==> src/aucr_defines.vh <==
// Register offsets, field positions and reset values of the upper configuration bank.
// Assumes 13-bit register addresses from the serial control port decoder.
`ifndef AUCR_DEFINES_VH
`define AUCR_DEFINES_VH
`define AUCR_ADDR_CHAN_INDEX_A 13'h004
`define AUCR_ADDR_CHAN_INDEX_B 13'h005
`define AUCR_ADDR_PATT1_LOW 13'h019
`define AUCR_ADDR_PATT1_HIGH 13'h01a
`define AUCR_ADDR_PATT2_LOW 13'h01b
`define AUCR_ADDR_PATT2_HIGH 13'h01c
`define AUCR_ADDR_STREAM_CTRL 13'h021
`define AUCR_ADDR_CHAN_POWER 13'h022
`define AUCR_ADDR_TRANSFER 13'h0ff
`define AUCR_ADDR_RATE_OVR 13'h100
`define AUCR_ADDR_IO_PULLDOWN 13'h101
`define AUCR_ADDR_IO_COMMON_MODE 13'h102
`define AUCR_ADDR_SYNC 13'h109
`define AUCR_RST_PATT 8'h00
`define AUCR_RST_STREAM_CTRL 8'h30
`define AUCR_RST_CHAN_POWER 2'h0
`define AUCR_RST_RATE_OVR 8'h00
`define AUCR_RST_IO 8'h00
`define AUCR_RST_SYNC 8'h00
`define AUCR_RST_CHAN_INDEX 8'h0f
`define AUCR_RST_CHAN_INDEX_B 8'h3f
`define AUCR_MASK_STREAM_CTRL 8'hf7
`define AUCR_MASK_RATE_OVR 8'h47
`define AUCR_MASK_CHAN_INDEX_A 8'h0f
`define AUCR_MASK_CHAN_INDEX_B 8'h3f
`define AUCR_BIT_LSB_FIRST 7
`define AUCR_BIT_LANE_MSB 6
`define AUCR_BIT_LANE_LSB 4
`define AUCR_BIT_FRAME_2X 2
`define AUCR_BIT_WIDTH_MSB 1
`define AUCR_BIT_POWER_DOWN 0
`define AUCR_BIT_OUT_RESET 1
`define AUCR_BIT_RATE_ENABLE 6
`define AUCR_BIT_RATE_MSB 2
`define AUCR_BIT_TRANSFER 0
`define AUCR_BIT_PULLDOWN_OFF 0
`define AUCR_BIT_CM_POWER_DOWN 3
`define AUCR_BIT_SYNC_ENABLE 0
`define AUCR_BIT_SYNC_NEXT 1
`define AUCR_DATA_CHANNELS 4
`define AUCR_CLOCK_CHANNELS 2
`define AUCR_MSPS_20 8'h14
`define AUCR_MSPS_40 8'h28
`define AUCR_MSPS_50 8'h32
`define AUCR_MSPS_65 8'h41
`define AUCR_MSPS_80 8'h50
`define AUCR_MSPS_105 8'h69
`define AUCR_MSPS_125 8'h7d
`endif
==> src/aucr_config_bank.v <==
// Upper configuration register bank of a quad converter: patterns, stream, channel and rate controls.
// Assumes a serial control port decoder issuing single-cycle writes and reading data combinationally.
`include "aucr_defines.vh"

module aucr_config_bank (
  input wire CORE_CLK,
  input wire ARST_N,
  input wire CLK_EN,
  input wire [12:0] REG_ADDR,
  input wire REG_WR,
  input wire [7:0] REG_WDATA,
  output reg [7:0] REG_RDATA,
  output reg [15:0] USER_PATTERN1,
  output reg [15:0] USER_PATTERN2,
  output reg LSB_FIRST,
  output reg [2:0] LANE_MODE,
  output reg FRAME_2X,
  output reg [1:0] WORD_WIDTH,
  output reg [3:0] CHAN_POWER_DOWN,
  output reg [3:0] CHAN_OUT_RESET,
  output reg DATA_CLOCK_OUTPUT_POWER_DOWN,
  output reg FRAME_CLOCK_OUTPUT_POWER_DOWN,
  output reg RATE_OVERRIDE_EN,
  output reg [7:0] RATE_CAPABILITY_MSPS,
  output reg SDIO_PULLDOWN_EN,
  output reg COMMON_MODE_OUTPUT_POWER_DOWN,
  output reg SYNC_ENABLE,
  output reg SYNC_NEXT_ONLY
);

  reg rst_meta;
  reg rst_sync_n;
  reg [7:0] chan_index_a;
  reg [7:0] chan_index_b;
  reg [7:0] stream_ctrl;
  reg [7:0] rate_ovr;
  reg [7:0] io_pulldown;
  reg [7:0] io_common_mode;
  reg [7:0] sync_ctrl;
  reg [7:0] next_msps;
  reg [7:0] local_rdata;
  wire wr;
  wire [5:0] chan_sel;
  integer i;

  // Release reset through two flops so every flop leaves reset on the same edge
  always @(posedge CORE_CLK or negedge ARST_N) begin
    if (!ARST_N) begin
      rst_meta <= 1'b0;
      rst_sync_n <= 1'b0;
    end else begin
      rst_meta <= 1'b1;
      rst_sync_n <= rst_meta;
    end
  end

  assign wr = REG_WR & CLK_EN;
  // Data channel bits come from the second index; host keeps the first equal
  assign chan_sel = chan_index_b[5:0];

  // Global registers ignore the channel selection
  always @(posedge CORE_CLK or negedge rst_sync_n) begin
    if (!rst_sync_n) begin
      USER_PATTERN1 <= {`AUCR_RST_PATT, `AUCR_RST_PATT};
      USER_PATTERN2 <= {`AUCR_RST_PATT, `AUCR_RST_PATT};
      stream_ctrl <= `AUCR_RST_STREAM_CTRL;
      rate_ovr <= `AUCR_RST_RATE_OVR;
      io_pulldown <= `AUCR_RST_IO;
      io_common_mode <= `AUCR_RST_IO;
      sync_ctrl <= `AUCR_RST_SYNC;
      chan_index_a <= `AUCR_RST_CHAN_INDEX;
      chan_index_b <= `AUCR_RST_CHAN_INDEX_B;
    end else if (wr) begin
      case (REG_ADDR)
        `AUCR_ADDR_PATT1_LOW: USER_PATTERN1[7:0] <= REG_WDATA;
        `AUCR_ADDR_PATT1_HIGH: USER_PATTERN1[15:8] <= REG_WDATA;
        `AUCR_ADDR_PATT2_LOW: USER_PATTERN2[7:0] <= REG_WDATA;
        `AUCR_ADDR_PATT2_HIGH: USER_PATTERN2[15:8] <= REG_WDATA;
        `AUCR_ADDR_STREAM_CTRL: stream_ctrl <= REG_WDATA & `AUCR_MASK_STREAM_CTRL;
        `AUCR_ADDR_RATE_OVR: rate_ovr <= REG_WDATA & `AUCR_MASK_RATE_OVR;
        `AUCR_ADDR_IO_PULLDOWN: io_pulldown <= {7'h00, REG_WDATA[`AUCR_BIT_PULLDOWN_OFF]};
        `AUCR_ADDR_IO_COMMON_MODE: io_common_mode <= REG_WDATA & 8'h08;
        `AUCR_ADDR_SYNC: sync_ctrl <= REG_WDATA & 8'h03;
        `AUCR_ADDR_CHAN_INDEX_A: chan_index_a <= REG_WDATA & `AUCR_MASK_CHAN_INDEX_A;
        `AUCR_ADDR_CHAN_INDEX_B: chan_index_b <= REG_WDATA & `AUCR_MASK_CHAN_INDEX_B;
        default: ;
      endcase
    end
  end

  // Stream fields act one edge after being written, without a transfer
  always @(posedge CORE_CLK or negedge rst_sync_n) begin
    if (!rst_sync_n) begin
      LSB_FIRST <= 1'b0;
      LANE_MODE <= 3'h3;
      FRAME_2X <= 1'b0;
      WORD_WIDTH <= 2'h0;
      SDIO_PULLDOWN_EN <= 1'b1;
      COMMON_MODE_OUTPUT_POWER_DOWN <= 1'b0;
      SYNC_ENABLE <= 1'b0;
      SYNC_NEXT_ONLY <= 1'b0;
    end else if (CLK_EN) begin
      LSB_FIRST <= stream_ctrl[`AUCR_BIT_LSB_FIRST];
      LANE_MODE <= stream_ctrl[`AUCR_BIT_LANE_MSB:`AUCR_BIT_LANE_LSB];
      FRAME_2X <= stream_ctrl[`AUCR_BIT_FRAME_2X];
      WORD_WIDTH <= stream_ctrl[`AUCR_BIT_WIDTH_MSB:0];
      SDIO_PULLDOWN_EN <= ~io_pulldown[`AUCR_BIT_PULLDOWN_OFF];
      COMMON_MODE_OUTPUT_POWER_DOWN <= io_common_mode[`AUCR_BIT_CM_POWER_DOWN];
      SYNC_ENABLE <= sync_ctrl[`AUCR_BIT_SYNC_ENABLE];
      SYNC_NEXT_ONLY <= sync_ctrl[`AUCR_BIT_SYNC_NEXT];
    end
  end

  // Rate decode; the unused code 111 is held at full rate rather than left undefined
  always @* begin
    case (rate_ovr[`AUCR_BIT_RATE_MSB:0])
      3'h0: next_msps = `AUCR_MSPS_20;
      3'h1: next_msps = `AUCR_MSPS_40;
      3'h2: next_msps = `AUCR_MSPS_50;
      3'h3: next_msps = `AUCR_MSPS_65;
      3'h4: next_msps = `AUCR_MSPS_80;
      3'h5: next_msps = `AUCR_MSPS_105;
      3'h6: next_msps = `AUCR_MSPS_125;
      default: next_msps = `AUCR_MSPS_125;
    endcase
  end

  // Override reaches the core only on a transfer write
  always @(posedge CORE_CLK or negedge rst_sync_n) begin
    if (!rst_sync_n) begin
      RATE_OVERRIDE_EN <= 1'b0;
      RATE_CAPABILITY_MSPS <= `AUCR_MSPS_125;
    end else if (wr && REG_ADDR == `AUCR_ADDR_TRANSFER && REG_WDATA[`AUCR_BIT_TRANSFER]) begin
      RATE_OVERRIDE_EN <= rate_ovr[`AUCR_BIT_RATE_ENABLE];
      RATE_CAPABILITY_MSPS <= rate_ovr[`AUCR_BIT_RATE_ENABLE] ? next_msps : `AUCR_MSPS_125;
    end
  end

  // Per data channel local bits, written only when selected
  genvar g;
  generate
    for (g = 0; g < `AUCR_DATA_CHANNELS; g = g + 1) begin : data_chan
      always @(posedge CORE_CLK or negedge rst_sync_n) begin
        if (!rst_sync_n) begin
          CHAN_POWER_DOWN[g] <= 1'b0;
          CHAN_OUT_RESET[g] <= 1'b0;
        end else if (wr && REG_ADDR == `AUCR_ADDR_CHAN_POWER && chan_sel[g]) begin
          CHAN_POWER_DOWN[g] <= REG_WDATA[`AUCR_BIT_POWER_DOWN];
          CHAN_OUT_RESET[g] <= REG_WDATA[`AUCR_BIT_OUT_RESET];
        end
      end
    end
  endgenerate

  // Clock outputs keep only the power-down bit; no output reset applies to them
  always @(posedge CORE_CLK or negedge rst_sync_n) begin
    if (!rst_sync_n) begin
      DATA_CLOCK_OUTPUT_POWER_DOWN <= 1'b0;
      FRAME_CLOCK_OUTPUT_POWER_DOWN <= 1'b0;
    end else if (wr && REG_ADDR == `AUCR_ADDR_CHAN_POWER) begin
      if (chan_sel[4])
        DATA_CLOCK_OUTPUT_POWER_DOWN <= REG_WDATA[`AUCR_BIT_POWER_DOWN];
      if (chan_sel[5])
        FRAME_CLOCK_OUTPUT_POWER_DOWN <= REG_WDATA[`AUCR_BIT_POWER_DOWN];
    end
  end

  // Local readback shows the lowest selected channel
  always @* begin
    local_rdata = 8'h00;
    if (chan_sel[5])
      local_rdata = {7'h00, FRAME_CLOCK_OUTPUT_POWER_DOWN};
    if (chan_sel[4])
      local_rdata = {7'h00, DATA_CLOCK_OUTPUT_POWER_DOWN};
    for (i = `AUCR_DATA_CHANNELS - 1; i >= 0; i = i - 1) begin
      if (chan_sel[i])
        local_rdata = {6'h00, CHAN_OUT_RESET[i], CHAN_POWER_DOWN[i]};
    end
  end

  always @* begin
    case (REG_ADDR)
      `AUCR_ADDR_CHAN_INDEX_A: REG_RDATA = chan_index_a;
      `AUCR_ADDR_CHAN_INDEX_B: REG_RDATA = chan_index_b;
      `AUCR_ADDR_PATT1_LOW: REG_RDATA = USER_PATTERN1[7:0];
      `AUCR_ADDR_PATT1_HIGH: REG_RDATA = USER_PATTERN1[15:8];
      `AUCR_ADDR_PATT2_LOW: REG_RDATA = USER_PATTERN2[7:0];
      `AUCR_ADDR_PATT2_HIGH: REG_RDATA = USER_PATTERN2[15:8];
      `AUCR_ADDR_STREAM_CTRL: REG_RDATA = stream_ctrl;
      `AUCR_ADDR_CHAN_POWER: REG_RDATA = local_rdata;
      `AUCR_ADDR_RATE_OVR: REG_RDATA = rate_ovr;
      `AUCR_ADDR_IO_PULLDOWN: REG_RDATA = io_pulldown;
      `AUCR_ADDR_IO_COMMON_MODE: REG_RDATA = io_common_mode;
      `AUCR_ADDR_SYNC: REG_RDATA = sync_ctrl;
      default: REG_RDATA = 8'h00;
    endcase
  end

endmodule

==> config.mk <==
export PLATFORM = sky130hd
export DESIGN_NAME = aucr_config_bank
export DESIGN_NICKNAME = d
export VERILOG_FILES = /design/src/aucr_config_bank.v
export VERILOG_INCLUDE_DIRS = /design/src
export SDC_FILE = /design/constraint.sdc
export NUM_CORES = 1
export LEC_CHECK = 0
export ABC_AREA = 1
export BUFFER_PORTS_ARGS = -buffer_cell sky130_fd_sc_hd__buf_2
export CORE_MARGIN = 8
export CORE_UTILIZATION = 45
export DETAILED_ROUTE_END_ITERATION = 16
export PLACE_DENSITY = 0.68
export SYNTH_ARGS = -nofsm -noshare
export SYNTH_HDL_FRONTEND = slang
export SYNTH_SLANG_ARGS = --single-unit
==> constraint.sdc <==
create_clock -name CORE_CLK -period 3.93 [get_ports CORE_CLK]
set_input_delay 0.786 -clock CORE_CLK [delete_from_list [all_inputs] [get_ports CORE_CLK]]
set_output_delay 0.786 -clock CORE_CLK [all_outputs]
set_load 0.01 [all_outputs]
==> results of run 1 <==
## metrics by stage
stage,instance area (sq um),hold WS [ns],worst slack (ns)
6_report,5249,0.1856,1.016
3_3_place_gp,5042,0.3367,1.077
5_1_grt,5249,0.1665,0.8833
3_5_place_dp,5042,0.3370,1.023
2_1_floorplan,4494,0.3312,1.334
4_1_cts,5249,0.1769,1.023
## metal layers
| metal | track usage [%] | vias up |
|---|---|---|
| met5 | 0 | - |
| met4 | 8.211 | 0 |
| met3 | 4.221 | 26 |
| met2 | 30.91 | 140 |
| met1 | 23.70 | 1813 |
| li1 | - | 1902 |
## layout make-up
type	count	area (sq um)
fillers	936	4481
flip-flops and latches	88	2232
multi-input cells	369	1936
repair buffers	94	473.0
inverters	62	235.2
well taps	133	166.4
clock buffers	11	141.4
clock inverters	5	65.06
## cell families (layout without fill, tap and decap cells)
group / after synthesis / after routing
and+or+nand+nor: 255 / 255
AOI/OAI and AO/OA: 112 / 112
DFF: 88 / 88
buffers and inverters: 75 / 172
other: 2 / 2
## cell usage after synthesis, drive strengths merged
master / instances
conb: 2
o21a: 5
clkbuf: 5
a22oi: 2
inv: 59
o21bai: 1
or2: 1
nor3: 8
clkinv: 3
nand3: 31
o31ai: 1
nand3b: 1
a22o: 1
dfstp: 21
o21ai: 92
buf: 8
a21oi: 10
nand4: 7
dfrtp: 67
nand2: 153
nor2: 54
## sequential cells by signal, indices dropped and copies added (netlist names), 2 cells and up
register / flops
RATE_CAPABILITY_MSPS: 7
chan_index_a: 4
CHAN_OUT_RESET: 4
LANE_MODE: 3
rate_ovr: 4
chan_index_b: 6
stream_ctrl: 7
WORD_WIDTH: 2
sync_ctrl: 2
USER_PATTERN2: 16
CHAN_POWER_DOWN: 4
USER_PATTERN1: 16
## power breakdown
part / internal [uW] / total [uW] / leakage [uW] / switching, uW
combinational: 24.6 / 94.8 / 0.00153 / 70.1
clock: 317 / 648 / 0.0000977 / 331
sequential: 915 / 931 / 0.00106 / 15.6
total: 1260 / 1670 / 0.00268 / 417
## cell usage in the layout, fill, tap and decap left out, types with 2 or more instances in the layout
| master | n |
|---|---|
| nor2_4 | 10 |
| nor2_2 | 4 |
| o21ai_0 | 54 |
| clkbuf_8 | 10 |
| clkinv_2 | 2 |
| nand3_1 | 25 |
| conb_1 | 2 |
| o21ai_1 | 22 |
| nand3_2 | 5 |
| nor2_8 | 2 |
| nand2_1 | 137 |
| buf_2 | 93 |
| a21oi_1 | 10 |
| nand2_4 | 8 |
| dfrtp_1 | 66 |
| dfstp_2 | 21 |
| o21ai_2 | 16 |
| clkinvlp_4 | 2 |
| nor3_1 | 6 |
| nor2_1 | 38 |
| nand4_1 | 7 |
| nand2_2 | 8 |
| a22oi_1 | 2 |
| inv_2 | 5 |
| o21a_1 | 5 |
| inv_1 | 54 |
## worst max path at each step
stage | to | depth (start not counted) | startpoint | slack [ns]
final | REG_RDATA[1] | 9 | REG_ADDR[11] | 1.02
after global routing | REG_RDATA[1] | 9 | REG_ADDR[7] | 0.88
after CTS | REG_RDATA[1] | 9 | REG_ADDR[11] | 1.02
after floorplan | CHAN_OUT_RESET[0]$_DFFE_PN0P_ | 0 | rst_sync_n$_DFF_PN0_ | 1.33
after global placement | REG_RDATA[1] | 9 | REG_ADDR[7] | 1.08
after detailed placement | REG_RDATA[1] | 9 | REG_ADDR[11] | 1.02
## worst max-delay path, delay by kind of cell
| family | cells | cell delay, ns |
|---|---|---|
| AND/OR/NAND/NOR | 6 | 0.89 |
| buffers and inverters | 2 | 0.25 |
| AO/OA/AOI/OAI | 1 | 0.19 |
==> summary.md, run 1 <==
| Metric | Value |
|---|---|
| Max-slew violations | `0` |
| Worst Path Max Fanout | `7` |
| Syn_nets | `roughly 560` |
| WP data arrival | `2.13 ns` |
| Critical path type | `in -> out` |
| Crit path cell chain | `buf_2, nor2_4, nand3_4, nor2_4, nand2_1, o21ai_0, nor2_1, nand3_1, buf_2` |
| Placed Cells incl. Taps | `746` |
| Worst slew pin tran | `0.7850 ns` |
| Max_slew headroom | `47.67%` |
| Largest net degree at the start of global routing | `62` |
| VDD IR-drop max | `172.8 uV` |
| Setup Viol. Count Final | `0` |
| CTS resizes | `0` |
| Crit-path max cell delay | `0.20 ns` |
| Synth Area in Adders | `0%` |
| Fmax | `343.2 MHz` |
| Area contributors post-synth | `dfrtp_1 37%, dfstp_2 12%, nand2_1 11%` |
| H-tree Lvls | `3` |
| R2R depth | `1` |
| Synth Area in Compound Gates | `14.39%` |
| RSZ-0062 raised after global routing | `false` |
| Syn Area/Cell | `8.448 sq um` |
| PnR Total Power | `1673 uW` |
| First drt pass iteration count | `5` |
| IO buf count | `93` |
| Final #Nets | `649` |
| Leakage | `0.002681 uW` |
| Post-DRT Antenna Nets | `0` |
| Drt total wl | `12.37 mm` |
| Largest family of logic cells by synthesized area | `simple AND/OR/NAND/NOR gates` |
| Setup bufs post-CTS | `0` |
| Hold_buf cts | `0` |
| WL per Instance | `16.23 microns` |
| Post-Layout Cell Count | `762` |
| Distinct cell type count after synthesis | `37` |
| N_diodes | `0` |
| Clock sinks | `88` |
| Skew-Pair Late Insertion Delay | `about 0.36 ns` |
| Cell Rows | `36` |
| Tmin final | `2.914 ns` |
| Root Buffer | `clkbuf_8` |
| Critical Path RT | `3.14 ns` |
| Clock skew | `0.008970 ns` |
| Core area | `0.009729 sq mm` |
| Finished Core Util | `53.95%` |
| Initial Utilization | `46.19%` |
| Grt total ovfl | `0` |
| Post-synthesis mux area share | `0%` |
| CTS tree | `yes` |
| Worst r2r dst | `RATE_CAPABILITY_MSPS[0]$_DFFE_PN1P_` |
| DP Wirelength | `9.518 mm` |
| R2r setup slk | `2.65 ns` |
| Boundary Pins | `95` |
| Top Layer Used | `met4` |
| Routed vias | `3881` |
| Initial antenna violation count | `0` |
| Crit-path slowest cell | `nor2_4` |
| Wire length on met3 | `784 microns` |
| Pwr Density | `318.8 mW/mm^2` |
| CTS clock-pin slew for the worst setup and hold paths | `0.09 ns` |
| Num CTS Buffers | `9` |
| Post-Synth XOR/XNOR Area | `0%` |
| DIE HEIGHT | `around 120 microns` |
| TNS Setup | `0 ns` |
| Critical R2R Launch | `rst_sync_n$_DFF_PN0_` |
| Via density | `5.093` |
| Sequential cell area fraction in the yosys report | `49.58%` |
| Post-Route M1 WL | `5.515 mm` |
| Worst Setup End Kind | `output pin` |
| Die X | `115.9 microns` |
| Max_cap viols | `0` |
| DRT iter0 DRCs | `between 200 and 250` |
| Die outline area | `0.01344 sq mm` |
| HP Class | `in -> async` |
| Share of cells above drive strength 1 | `31.00%` |
| Synthesis Warnings | `0` |
| Status | `complete, no violations` |
| Mapped Cells | `532` |
| Netlist Area Pre-Place | `0.004494 sq mm` |
| Startpoint types | `input port` |
| DR DRC count | `0` |
| Met2 routed WL | `between 5 and 6 mm` |
| First-pass GRT wire length | `19.59 mm` |
| Number of global-route vias before repair | `3867` |
| Final Hold Fails | `0` |
| GPL Wtd Cong | `around 0.94` |
| Max clock buf depth | `2` |
| Simple-gate area share of the yosys netlist | `around 29%` |
| Area growth syn-to-layout | `16.79%` |
| Period utilisation layout | `74.14%` |
| Gr usage total | `18.99%` |
| Share of the synthesized area in the top cell type | `about 37%` |
| FF+latch count, synth | `88` |
| Dominant cell type by area after synthesis | `dfrtp_1` |
No activity file was read; power rests on OpenSTA's default activity.
==> run 2, diff against run 1 <==
clock period = 2.8 ns   (was 3.93 ns; I/O delays follow)
==> summary.md, run 2 (synthesis gave the netlist of run 1 again) <==
| Metric | Value |
|---|---|
| Status | `complete, no violations (unchanged)` |
| Gr usage total | `18.93% (was 18.99%)` |
| Final #Nets | `650 (was 649)` |
| Sw Share | `25.35% (was 24.91%)` |
| Clk pwr share | `38.0% (was 38.7%)` |
| PnR Total Power | `2328 uW (was 1673 uW)` |
| Initial antenna violation count | `0 (unchanged)` |
| First drt pass iteration count | `4 (was 5)` |
| H-tree Lvls | `3 (unchanged)` |
| Post-DRT Antenna Nets | `0 (unchanged)` |
| Grt total ovfl | `0 (unchanged)` |
| Worst r2r dst | `RATE_CAPABILITY_MSPS[1]$_DFFE_PN0P_ (was RATE_CAPABILITY_MSPS[0]$_DFFE_PN1P_)` |
| TNS Setup | `0 ns (unchanged)` |
| Fmax | `just over 400 MHz` |
| IO buf count | `93 (unchanged)` |
| Net Sw Power | `590.2 uW (was 416.9 uW)` |
| Storage element area | `0.002232 sq mm (unchanged)` |
| Critical R2R Launch | `rate_ovr[6]$_DFFE_PN0P_ (was rst_sync_n$_DFF_PN0_)` |
| DP Wirelength | `9.462 mm (was 9.518 mm)` |
| Cell Rows | `36 (unchanged)` |
| Skew-Pair Late Insertion Delay | `0.36 ns (about the same)` |
| RSZ-0062 raised after global routing | `false (unchanged)` |
| Worst Setup End Kind | `output pin (unchanged)` |
| Finished Cell Area | `0.005260 sq mm (was 0.005249 sq mm)` |
| Max-slew violations | `0 (unchanged)` |
| CTS clock-pin slew for the worst setup and hold paths | `0.09 ns (about the same)` |
| Leakage | `0.002685 uW (was 0.002681 uW)` |
| Post-Layout Cell Count | `763 (was 762)` |
| Via density | `5.055 (was 5.093)` |
| Combinational share of power | `6.2% (was 5.7%)` |
| Critical Path RT | `2.24 ns (was 3.14 ns)` |
| Tmin final | `2.459 ns` |
| DR DRC count | `0 (unchanged)` |
| N_diodes | `0 (unchanged)` |
| HP Class | `reg -> async (was in -> async)` |
| Largest net degree at the start of global routing | `49 (was 62)` |
| CTS tree | `yes (unchanged)` |
| Clock sinks | `88 (unchanged)` |
| Share of cells above drive strength 1 | `30.95% (was 31.00%)` |
| Placed Cells incl. Taps | `746 (unchanged)` |
| Power Internal | `1738 uW (was 1257 uW)` |
| Commonest non-fill, non-tap cell in the layout | `nand2_1 (unchanged)` |
| Fin worst setup slack | `0.3414 ns (was 1.016 ns)` |
| Max_cap viols | `0 (unchanged)` |
| Core area | `0.009729 sq mm (unchanged)` |
| Initial Utilization | `46.19% (unchanged)` |
| Final Hold Fails | `0 (unchanged)` |
| VDD IR-drop max | `295.3 uV (was 172.8 uV)` |
| WP data arrival | `1.90 ns (was 2.13 ns)` |
| First-pass GRT wire length | `19.55 mm (was 19.59 mm)` |
| Worst slew pin tran | `0.5365 ns (was 0.7850 ns)` |
| WL per Instance | `16.35 microns (was 16.23 microns)` |
| Root Buffer | `clkbuf_8 (unchanged)` |
| Seq pwr share | `55.9% (was 55.6%)` |
| R2r setup slk | `1.63 ns (was 2.65 ns)` |
| Regs by FF count | `USER_PATTERN1: 16 flops, USER_PATTERN2: 16 flops (unchanged)` |
| DIE HEIGHT | `115.9 microns (unchanged)` |
| Number of global-route vias before repair | `3788 (was 3867)` |
| Crit path cell chain | `buf_2, nor2_4, nand3_4, nor2_4, nand2_1, o21ai_0, nor2_1, nand3_1, buf_2 (unchanged)` |
| Period utilisation layout | `just under 90%` |
| DRT iter0 DRCs | `295 (was 239)` |
| Startpoint types | `input port (unchanged)` |
| Num CTS Buffers | `9 (unchanged)` |
| Drt total wl | `12.48 mm (was 12.37 mm)` |
| Pre-CTS setup slack | `0.3545 ns (was 1.023 ns)` |
| Max clock buf depth | `2 (unchanged)` |
| Pwr Density | `442.6 mW/mm^2 (was 318.8 mW/mm^2)` |
| Crit-path slowest cell | `nor2_4 (unchanged)` |
| Clock skew | `0.01001 ns (was 0.008970 ns)` |
| Routed vias | `3857 (was 3881)` |
| Dpl cell area | `0.005055 sq mm (was 0.005042 sq mm)` |
| Die X | `115.9 microns (unchanged)` |
| GPL Wtd Cong | `0.9455 (was 0.9410)` |
| Multi-input logic area | `0.001936 sq mm (unchanged)` |
| Fill cells | `974 (was 936)` |
| Die outline area | `0.01344 sq mm (unchanged)` |
| Most frequent cells in the layout | `137 x nand2_1, 93 x buf_2, 66 x dfrtp_1, 54 x inv_1, 54 x o21ai_0 (unchanged)` |
| Worst Path Max Fanout | `7 (unchanged)` |
| Area growth syn-to-layout | `17.04% (was 16.79%)` |
| Critical path type | `in -> out (unchanged)` |
| Crit-path max cell delay | `0.21 ns (was 0.20 ns)` |
| Max_slew headroom | `64.19% (was 47.67%)` |
| Setup bufs post-CTS | `0 (unchanged)` |
| Setup Viol. Count Final | `0 (unchanged)` |
| Boundary Pins | `95 (unchanged)` |
| R2R depth | `3 (was 1)` |
run 2: power groups by stage:
| stage | clock, uW | combinational, uW | sequential, uW |
|---|---|---|---|
| 2_1_floorplan | 0 | 63.4 | 1330 |
| 4_1_cts | 906 | 145 | 1300 |
| 3_5_place_dp | 0 | 143 | 1330 |
| 5_1_grt | 955 | 157 | 1300 |
| 6_report | 884 | 144 | 1300 |
| 3_3_place_gp | 0 | 138 | 1330 |
run 2: per-stage QoR:
step           util, %  hold WS (ns)
2_1_floorplan        -        0.2644
3_3_place_gp     51.95        0.3212
3_5_place_dp     51.95        0.3268
4_1_cts          54.06        0.3394
5_1_grt          54.06        0.3648
6_report         54.06        0.3160
run 2: worst max path at each step:
stage | end | from | depth (start not counted) | slack, ns
2_1_floorplan | CHAN_OUT_RESET[0]$_DFFE_PN0P_ | rst_sync_n$_DFF_PN0_ | 0 | 0.20
3_3_place_gp | REG_RDATA[1] | REG_ADDR[11] | 9 | 0.40
3_5_place_dp | REG_RDATA[1] | REG_ADDR[11] | 9 | 0.35
4_1_cts | REG_RDATA[1] | REG_ADDR[11] | 9 | 0.35
5_1_grt | REG_RDATA[1] | REG_ADDR[7] | 9 | 0.21
6_report | REG_RDATA[1] | REG_ADDR[11] | 9 | 0.34
run 2: critical path, delay by kind of cell:
kind                   cells  cell delay (ns)
AO/OA/AOI/OAI              1             0.19
buffers and inverters      2             0.26
AND/OR/NAND/NOR            6             0.90
run 2: repair_timing:
action	CTS	global route
endpoints found under the hold margin	2	0
gates resized for setup	0	0
hold buffers	1	0
run 2: per-layer routing:
metal / global-route usage [%] / wire length (microns) / vias to the layer above / part of all wire (%)
met5: 0 / 0 / - / 0
met1: 24.41 / 5606 / 1819 / 45
met3: 3.804 / 771 / 16 / 6.2
li1: - / - / 1899 / -
met4: 7.174 / 174 / 0 / 1.4
met2: 30.64 / 5926 / 123 / 47
run 2: cell type report:
class	instances	share of cell area [%]
Inverter	62	4.472
Multi-Input combinational cell	369	36.80
Clock buffer	10	2.426
Timing Repair Buffer	95	9.420
Sequential cell	88	42.44
Tap cell	133	3.164
Clock inverter	6	1.284
